### src/shared/slfrc_pkg.sv
// package: offsets, fields, reset values and decode helpers for the loop filter config bank
// ****************************************************************************
// Contract
// - bits 7:6 pick second-pole resistor 900..225
// - bits 5:3 pick zero resistor per table
// - bits 2:0 pick first-pole capacitor 0..48pF
// - bypass bit zeroes zero resistor; external one needed
// - predivider 1..31, codes 0 and 1 divide-by-one
// ****************************************************************************
`default_nettype none
package slfrc_pkg;
	localparam logic [9:0] OFF_COMPONENT_SELECT = 10'h0F5;
	localparam logic [9:0] OFF_ZERO_BYPASS      = 10'h0F6;
	localparam logic [9:0] OFF_PREDIVIDER       = 10'h0F7;
	localparam int POLE2_MSB = 7;
	localparam int POLE2_LSB = 6;
	localparam int ZERO_MSB  = 5;
	localparam int ZERO_LSB  = 3;
	localparam int CAP_MSB   = 2;
	localparam int CAP_LSB   = 0;
	localparam int BYPASS_BIT = 0;
	localparam int PREDIV_MSB = 4;
	localparam logic [7:0] RST_COMPONENT_SELECT = 8'h00;
	localparam logic [7:0] RST_ZERO_BYPASS      = 8'h00;
	localparam logic [7:0] RST_PREDIVIDER       = 8'h00;
	localparam logic [7:0] BYPASS_MASK          = 8'h01;
	localparam logic [7:0] PREDIV_MASK          = 8'h1F;
	localparam logic [4:0] PREDIV_ONE           = 5'h01;

	// ohms for the second-pole resistor
	function automatic logic [11:0] pole2_ohms(input logic [1:0] code);
		case (code)
			2'h0: pole2_ohms = 12'h384;
			2'h1: pole2_ohms = 12'h1C2;
			2'h2: pole2_ohms = 12'h12C;
			default: pole2_ohms = 12'h0E1;
		endcase
	endfunction : pole2_ohms

	// ohms for the zero resistor; table is not monotonic
	function automatic logic [11:0] zero_ohms(input logic [2:0] code);
		case (code)
			3'h0: zero_ohms = 12'hCB2;
			3'h1: zero_ohms = 12'hABE;
			3'h2: zero_ohms = 12'h8CA;
			3'h3: zero_ohms = 12'h834;
			3'h4: zero_ohms = 12'hBB8;
			3'h5: zero_ohms = 12'h9C4;
			3'h6: zero_ohms = 12'h7D0;
			default: zero_ohms = 12'h73A;
		endcase
	endfunction : zero_ohms

	// picofarads for the first-pole capacitor; codes 3 and 4 coincide
	function automatic logic [5:0] cap_pf(input logic [2:0] code);
		case (code)
			3'h0: cap_pf = 6'h00;
			3'h1: cap_pf = 6'h08;
			3'h2: cap_pf = 6'h10;
			3'h3: cap_pf = 6'h18;
			3'h4: cap_pf = 6'h18;
			3'h5: cap_pf = 6'h20;
			3'h6: cap_pf = 6'h28;
			default: cap_pf = 6'h30;
		endcase
	endfunction : cap_pf
endpackage : slfrc_pkg
`default_nettype wire

### src/shared/slfrc_div_if.sv
// interface: predivider setting and pulse between config bank and divider
`timescale 1ns/100ps
`default_nettype none
interface slfrc_div_if;
	logic [4:0] ratio;
	logic       pulse;
	modport cfg (output ratio, input pulse);
	modport div (input ratio, output pulse);
endinterface : slfrc_div_if
`default_nettype wire

### src/rtl/slfrc_prediv.sv
// module: reference predivider counter
`timescale 1ns/100ps
`default_nettype none
module slfrc_prediv (
	// clock and reset
	input  wire logic  ref_clk,
	input  wire logic  rst,
	// setting and pulse
	slfrc_div_if.div   dv
);
	logic [4:0] cnt_q;
	logic [4:0] limit_q;
	logic       pulse_q;
	logic [4:0] eff_d;

	// codes 0 and 1 both mean divide-by-one
	always_comb begin
		eff_d = (dv.ratio < slfrc_pkg::PREDIV_ONE) ? slfrc_pkg::PREDIV_ONE : dv.ratio;
	end

	// new ratio loaded only when a cycle of the old one ends, so no runt period
	always_ff @(posedge ref_clk) begin
		if (rst) begin
			cnt_q   <= 5'h00;
			limit_q <= slfrc_pkg::PREDIV_ONE;
			pulse_q <= 1'b0;
		end else if (cnt_q + 5'h01 >= limit_q) begin
			cnt_q   <= 5'h00;
			limit_q <= eff_d;
			pulse_q <= 1'b1;
		end else begin
			cnt_q   <= cnt_q + 5'h01;
			pulse_q <= 1'b0;
		end
	end

	assign dv.pulse = pulse_q;
endmodule : slfrc_prediv
`default_nettype wire

### src/rtl/slfrc_top.sv
// module: loop filter and predivider configuration bank
`timescale 1ns/100ps
`default_nettype none
module slfrc_top (
	// clock and reset
	input  wire logic        ref_clk,
	input  wire logic        rst,
	// serial port register access
	input  wire logic [9:0]  reg_addr,
	input  wire logic        reg_wr,
	input  wire logic        reg_rd,
	input  wire logic [7:0]  reg_wdata,
	output var  logic [7:0]  reg_rdata,
	// analog settings
	output var  logic [1:0]  second_pole_resistor,
	output var  logic [2:0]  zero_resistor,
	output var  logic [2:0]  first_pole_capacitor,
	output var  logic        zero_bypass,
	output var  logic [11:0] second_pole_ohms,
	output var  logic [11:0] zero_ohms,
	output var  logic [5:0]  first_pole_pf,
	// divided reference
	output var  logic        synth_ref_predivider_pulse
);
	logic [7:0] comp_q;
	logic [7:0] byp_q;
	logic [7:0] prediv_q;
	logic [7:0] rdata_d;
	logic [2:0] hit_d;
	logic [2:0] wen_d;
	slfrc_div_if dv ();

	// one-hot positions of the mapped registers
	localparam int HIT_COMP   = 0;
	localparam int HIT_BYPASS = 1;
	localparam int HIT_PREDIV = 2;

	// ****************************************************************************
	// address decode
	// ****************************************************************************
	// full ten-bit compare, so no unmapped address aliases onto a register
	function automatic logic [2:0] reg_hit(input logic [9:0] addr);
		case (addr)
			slfrc_pkg::OFF_COMPONENT_SELECT: reg_hit = 3'h1;
			slfrc_pkg::OFF_ZERO_BYPASS:      reg_hit = 3'h2;
			slfrc_pkg::OFF_PREDIVIDER:       reg_hit = 3'h4;
			default:                         reg_hit = 3'h0;
		endcase
	endfunction : reg_hit

	always_comb begin
		hit_d = reg_hit(reg_addr);
	end

	// writes to unmapped addresses fall out here and are dropped
	always_comb begin
		wen_d = reg_wr ? hit_d : 3'h0;
	end

	// ****************************************************************************
	// component select register
	// ****************************************************************************
	always_ff @(posedge ref_clk) begin
		if (rst) begin
			comp_q <= slfrc_pkg::RST_COMPONENT_SELECT;
		end else if (wen_d[HIT_COMP]) begin
			comp_q <= reg_wdata;
		end
	end

	// ****************************************************************************
	// zero bypass register
	// ****************************************************************************
	// reserved bits are never stored, so they always read back as zero
	always_ff @(posedge ref_clk) begin
		if (rst) begin
			byp_q <= slfrc_pkg::RST_ZERO_BYPASS;
		end else if (wen_d[HIT_BYPASS]) begin
			byp_q <= reg_wdata & slfrc_pkg::BYPASS_MASK;
		end
	end

	// ****************************************************************************
	// predivider register
	// ****************************************************************************
	// the divider picks a new value up only at its next period boundary
	always_ff @(posedge ref_clk) begin
		if (rst) begin
			prediv_q <= slfrc_pkg::RST_PREDIVIDER;
		end else if (wen_d[HIT_PREDIV]) begin
			prediv_q <= reg_wdata & slfrc_pkg::PREDIV_MASK;
		end
	end

	// ****************************************************************************
	// readback mux
	// ****************************************************************************
	always_comb begin
		case (hit_d)
			3'h1:    rdata_d = comp_q;
			3'h2:    rdata_d = byp_q;
			3'h4:    rdata_d = prediv_q;
			default: rdata_d = 8'h00;
		endcase
	end

	// ****************************************************************************
	// read data register
	// ****************************************************************************
	// holds the last read value; a write in the same cycle shows on the next read
	always_ff @(posedge ref_clk) begin
		if (rst) begin
			reg_rdata <= 8'h00;
		end else if (reg_rd) begin
			reg_rdata <= rdata_d;
		end
	end

	// ****************************************************************************
	// second-pole resistor code
	// ****************************************************************************
	// codes registered beside their decoded values, so both change together
	always_ff @(posedge ref_clk) begin
		if (rst) begin
			second_pole_resistor <= 2'h0;
		end else begin
			second_pole_resistor <= comp_q[slfrc_pkg::POLE2_MSB:slfrc_pkg::POLE2_LSB];
		end
	end

	// ****************************************************************************
	// zero resistor code
	// ****************************************************************************
	always_ff @(posedge ref_clk) begin
		if (rst) begin
			zero_resistor <= 3'h0;
		end else begin
			zero_resistor <= comp_q[slfrc_pkg::ZERO_MSB:slfrc_pkg::ZERO_LSB];
		end
	end

	// ****************************************************************************
	// first-pole capacitor code
	// ****************************************************************************
	always_ff @(posedge ref_clk) begin
		if (rst) begin
			first_pole_capacitor <= 3'h0;
		end else begin
			first_pole_capacitor <= comp_q[slfrc_pkg::CAP_MSB:slfrc_pkg::CAP_LSB];
		end
	end

	// ****************************************************************************
	// zero bypass flag
	// ****************************************************************************
	always_ff @(posedge ref_clk) begin
		if (rst) begin
			zero_bypass <= 1'b0;
		end else begin
			zero_bypass <= byp_q[slfrc_pkg::BYPASS_BIT];
		end
	end

	// ****************************************************************************
	// second-pole resistance
	// ****************************************************************************
	always_ff @(posedge ref_clk) begin
		if (rst) begin
			second_pole_ohms <= 12'h000;
		end else begin
			second_pole_ohms <= slfrc_pkg::pole2_ohms(
				comp_q[slfrc_pkg::POLE2_MSB:slfrc_pkg::POLE2_LSB]);
		end
	end

	// ****************************************************************************
	// zero resistance
	// ****************************************************************************
	// bypass forces zero ohms; board must then fit the series resistor
	always_ff @(posedge ref_clk) begin
		if (rst) begin
			zero_ohms <= 12'h000;
		end else begin
			zero_ohms <= byp_q[slfrc_pkg::BYPASS_BIT] ? 12'h000 :
				slfrc_pkg::zero_ohms(comp_q[slfrc_pkg::ZERO_MSB:slfrc_pkg::ZERO_LSB]);
		end
	end

	// ****************************************************************************
	// first-pole capacitance
	// ****************************************************************************
	always_ff @(posedge ref_clk) begin
		if (rst) begin
			first_pole_pf <= 6'h00;
		end else begin
			first_pole_pf <= slfrc_pkg::cap_pf(
				comp_q[slfrc_pkg::CAP_MSB:slfrc_pkg::CAP_LSB]);
		end
	end

	// ****************************************************************************
	// predivider
	// ****************************************************************************
	assign dv.ratio = prediv_q[slfrc_pkg::PREDIV_MSB:0];

	slfrc_prediv i_slfrc_prediv (
		.ref_clk (ref_clk),
		.rst     (rst),
		.dv      (dv)
	);

	// ****************************************************************************
	// divided reference output
	// ****************************************************************************
	// one more flop so the top output comes straight from a register
	always_ff @(posedge ref_clk) begin
		if (rst) begin
			synth_ref_predivider_pulse <= 1'b0;
		end else begin
			synth_ref_predivider_pulse <= dv.pulse;
		end
	end
endmodule : slfrc_top
`default_nettype wire

### config.mk
export PLATFORM = sky130hd
export DESIGN_NAME = slfrc_top
export DESIGN_NICKNAME = d
export VERILOG_FILES = /design/src/shared/slfrc_pkg.sv /design/src/shared/slfrc_div_if.sv /design/src/rtl/slfrc_prediv.sv /design/src/rtl/slfrc_top.sv
export SDC_FILE = /design/constraint.sdc
export NUM_CORES = 1
export LEC_CHECK = 0
export BUFFER_PORTS_ARGS = -buffer_cell sky130_fd_sc_hd__buf_4
export CORE_ASPECT_RATIO = 1.1
export CORE_MARGIN = 5
export CORE_UTILIZATION = 58
export CTS_BUF_LIST = sky130_fd_sc_hd__clkbuf_8
export DETAILED_ROUTE_END_ITERATION = 8
export PLACE_DENSITY = 0.95
export SYNTH_ARGS = -nofsm -noshare
export SYNTH_HDL_FRONTEND = slang
export SYNTH_SLANG_ARGS = --single-unit
### constraint.sdc
create_clock -name ref_clk -period 6 [get_ports ref_clk]
set_clock_uncertainty 0.05 [all_clocks]
set_input_delay 0.6 -clock ref_clk [delete_from_list [all_inputs] [get_ports ref_clk]]
set_output_delay 0.6 -clock ref_clk [all_outputs]
set_load 0.03 [all_outputs]
## Yosys cells after proc, flatten, opt, wreduce, memory -nomap -nowiden

Cells that the tools add are included.

- Add/sub/neg operators: 1
- $lt $le $gt $ge: 2
- Eq/ne operators: 20
- Muxes and demuxes: 8
- Reduce and logical (&&, ||, !) cells: 6

Operator list:

| kind | number |
|---|---|
| $pmux W12 S7 | 1 |
| $pmux W6 S6 | 1 |
| $eq A10 B8 Y1 const B | 3 |
| $pmux W10 S3 | 1 |
| $pmux W8 S3 | 1 |
| $eq A3 B3 Y1 const B | 7 |
| $eq A3 B2 Y1 const B | 5 |
| $eq A3 B1 Y1 const B | 3 |
| $pmux W3 S3 | 1 |
| $logic_not A3 Y1 | 2 |
| $reduce_or A2 Y1 | 3 |
| $add A5 B1 Y5 const B | 1 |
| $ge A5 B5 Y1 | 1 |
| $lt A5 B1 Y1 const B | 1 |
| $mux W5 | 1 |
| $mux W3 | 1 |
| $eq A2 B1 Y1 const B | 1 |
| $eq A2 B2 Y1 const B | 1 |
| $logic_not A2 Y1 | 1 |
| $mux W1 | 1 |

- Flip-flop bits (word level): 73
- Input bits: 22
- Output and inout port bits: 48
- Word-level logic and storage cells: 52

## Depth between registers and ports, before layout

- Depth after elaboration: 4
- Gate-level depth with buffers: 8
- Mapped depth without buffers: 8

## By module

Synthesis repeated with hierarchy kept, for this count alone.

- Cell total of the unflattened synthesis: 253
- Area, all modules: 2605.0 sq um

By module, submodules not included:

| module | instances | cells each | area an instance (sq um) | sequential area each (sq um) |
|---|---|---|---|---|
| slfrc_top | 1 | 197 | 2013.2 | 1101.1 |
| slfrc_prediv | 1 | 56 | 591.8 | 220.2 |

## Least setup slack after synthesis

Ideal clock, no wire load.

- Kind: register -> register
- Start point: reg i_slfrc_prediv.cnt_q[0]
- End point: reg i_slfrc_prediv.limit_q[1]
- Setup time: 0.117 ns
- Arrival time: 1.718 ns
- Data required time: 5.833 ns
- Path slack: 4.115 ns
- Stages on the path, launching flop included: 9
- Path buffers: 0
- Clock period less this slack: 1.885 ns
- Path through: dfxtp_1 -> ha_1 -> nand3_1 -> xnor2_1 -> ha_1 -> inv_1 -> o211ai_1 -> nand2_1 -> a22o_1

- Word-level cells in the longest chain between the ends: 2

RTL lines:

| item | RTL line | source |
|---|---|---|
| start, declared | slfrc_prediv.sv:11 | `logic [4:0] cnt_q;` |
| start signal, assigned | slfrc_prediv.sv:32 | `cnt_q <= cnt_q + 5'h01;` |
| $add A5 B1 Y5 | slfrc_prediv.sv:27 | `end else if (cnt_q + 5'h01 >= limit_q) begin` |
| $ge A5 B5 Y1 | slfrc_prediv.sv:27 |  |
| end signal, assigned | slfrc_prediv.sv:25 | `limit_q <= slfrc_pkg::PREDIV_ONE;` |
| end, declared | slfrc_prediv.sv:12 | `logic [4:0] limit_q;` |

Every way passes these cells.
A chain may end at the register's enable or synchronous reset.

## Worst setup path after layout

- Start point: reg i_slfrc_prediv.cnt_q[0]
- End point: reg i_slfrc_prediv.limit_q[2]

The elaborated chain is that of the path after synthesis.

==> key figures <==
Floorplan
  • Row count: 25
  • Die Ht: 79.7 um
  • Io pins: 70
  • Core Area: 4290 um^2
  • Die area: a little under 6000 um^2
  • Initial Util: between 50% and 60%
  • Die width: 73.3 um

Synth
  • Yosys reg bits: 66
  • Yosys cell types: 38
  • Post-synth ARST share: 0%
  • Synth warn: 0
  • Post-synth EDFFs: 0
  • Synth Cell Area: 2560 um^2
  • Syn_area_per_cell: slightly above 10 um^2
  • Synth Flop Type: dfxtp_1
  • Cells after synthesis: around 250
  • Sequential share of the synthesized area: about half

Routing
  • Routed Antenna Nets: 0
  • Via density: between 5 and 6
  • Via count: between 1.5k and 2k
  • Routed len/inst: between 10 and 15 um
  • Starting DRC count in detailed routing: 108
  • DR pass1 iterations: 4
  • DRT Wirelength: 5340 um
  • # DRC: 0

Flow run
  • MaxCap Viol Count: 0

Worst setup path
  • CP endpoint kind: register
  • R2R setup slack: 3.81 ns
  • Crit path DAT: 2.36 ns
  • Startpoint types: register
  • Crit-path max FO: 8
  • Critical path type: reg2reg
  • CP Data Required Time: just over 6 ns

Clock tree
  • Max Root-Sink Buffers: 2
  • Hold Buf Count CTS: 0
  • Post_cts resized: 0
  • CTS clk-pin slew, worst paths: about 0.070 ns
  • CTS buffer count: 9
  • CTS sink count: 66
  • Clock latency on the worst-skew pair: about 0.34 ns
  • CTS Root Cell: clkbuf_8
  • H-tree level count: 3
  • CTS tree: done
  • Post-CTS Setup Bufs: 0

STA
  • Hold Vio Cnt, Final: 0
  • Final Slew Violations: 0
  • Post-route clock period utilization: 36.4%
  • Min Tclk post-route: 2.19 ns
  • Final setup viols: 0
  • Unrepaired setup endpoints after global routing: no
  • Fmax: 0.458 GHz
  • Setup TNS: 0 ns
  • Worst hold slack: between 0.4 and 0.5 ns

Layout
  • Share of layout cells above drive strength 1: between 30% and 40%
  • Area growth, synth to finish: 24.9%
  • Ant. Diodes: 0
  • Nets@finish: around 340

Place
  • Gpl congestion: between 0.7 and 0.8
  • PortBufs: 62
  • Post-DP HPWL: ~3700 um

Status
  • Status: complete, no violations

Global routing
  • Grt total ovfl: 0
  • First-pass GRT wire length: 8530 um
  • Largest net degree at the start of global routing: 40
  • Vias in the first global route: between 1.5k and 2k
  • All-Layer GR Usage: roughly 20%
  • Initial antenna violation count: 0

Power and ir drop
  • Peak supply drop: 0.000176 V
  • Leakage: ~0.0015 uW
  • Power Density: roughly 270 nW/um^2

Min path
  • Hold Crit Class: reg2reg
-- layout by cell type (no fill, tap or decap), types with 7 or more instances in the layout --
| cell type | instances |
|---|---|
| nand2_1 | 10 |
| xnor2_1 | 7 |
| inv_1 | 16 |
| conb_1 | 7 |
| nor2b_1 | 11 |
| nor2_1 | 29 |
| mux2i_1 | 16 |
| buf_4 | 62 |
| dfxtp_1 | 66 |
| clkbuf_8 | 10 |
| a21oi_1 | 12 |
-- power by group --
group / switching, uW / leakage (uW) / total (uW) / internal (uW)
logic: 30.2 / 0.000907 / 48.4 / 18.2
clock network: 166 / 0.0000987 / 369 / 203
registers: 1.10 / 0.000536 / 443 / 442
-- metal layers --
layer	up-vias	GRT usage (%)	part of all wire [%]
li1	924	-	-
met1	904	22.4	40
met2	61	31.9	52
met3	15	6.93	5.5
met4	0	9.78	2.8
met5	-	0	0
-- critical path: stages, from the launching register on --
cell      delay [ns]
dfxtp_1         0.38
ha_1            0.21
nand3_1         0.09
xnor2_1         0.15
ha_1            0.34
inv_1           0.05
o211ai_1        0.26
nand2_1         0.25
a22o_1          0.30
-- cell families after synthesis --
| kind of cell | share of synthesized area (%) |
|---|---|
| AOI/OAI and AO/OA | 7.87 |
| xor gates and xnor gates | 3.08 |
| adders and majority gates | 2.93 |
| buffers and inverters | 6.99 |
| DFF | 51.6 |
| muxes | 8.02 |
| other | 0.146 |
| and+or+nand+nor | 19.4 |
-- sequential cells by signal, summed over array words and instances, names as in the netlist --
name and count:
i_slfrc_prediv.cnt_q 5, i_slfrc_prediv.limit_q 5, zero_ohms 11, i_slfrc_prediv.dv.pulse 1, prediv_q 5, reg_rdata 8
second_pole_ohms 9, synth_ref_predivider_pulse 1, second_pole_resistor 2, first_pole_pf 3, zero_resistor 3, comp_q 8
zero_bypass 1, byp_q 1, first_pole_capacitor 3
-- synthesized netlist by cell type (2+ instances only) --
master,instances,area [um^2]
and4b_1,2,20.0
xnor2_1,7,61.3
inv_1,16,60.1
mux2i_1,16,160
mux2_2,4,45.0
o211ai_1,2,15.0
nor2b_1,11,68.8
clkbuf_1,4,15.0
xor2_1,2,17.5
nand2b_1,6,37.5
nand2_1,10,37.5
a21oi_2,4,35.0
buf_4,10,75.1
and2_1,6,37.5
nor3_1,4,20.0
a22o_1,4,35.0
ha_1,6,75.1
o32ai_1,2,17.5
nand3_1,2,10.0
buf_2,3,15.0
nor2_1,29,109
a21oi_1,12,60.1
nand3_2,4,40.0
dfxtp_1,66,1320
nand4_4,2,42.5
-- worst paths after layout --
path                                               from                   endpoint  cells after the start
worst max-delay path            i_slfrc_prediv.cnt_q[0]  i_slfrc_prediv.limit_q[2]                      8
worst min-delay path                       reg_rdata[1]               reg_rdata[1]                      2
worst max register to register  i_slfrc_prediv.cnt_q[0]  i_slfrc_prediv.limit_q[2]                      8
worst min register to register             reg_rdata[1]               reg_rdata[1]                      2
-- through the flow --
step	setup slack, ns	util [%]	instances	total power [uW]	cell area [um^2]
after detailed placement	3.87	69.9	351	501	3000
after CTS	3.82	74.6	367	868	3200
after floorplan	4.11	-	253	486	2580
after global placement	3.99	69.9	351	500	3000
final	3.81	74.6	367	861	3200
after global routing	3.64	74.6	367	891	3200
-- cell type report --
cell class,count,area (um^2)
clock inverter,6,63.8
clock buffer,10,138
sequential,66,1320
inverter,16,60.1
fill,271,1090
timing repair buffer,62,465
multi-input combinational,153,1080
tap,54,67.6
Power figures use the tool's default switching activity.
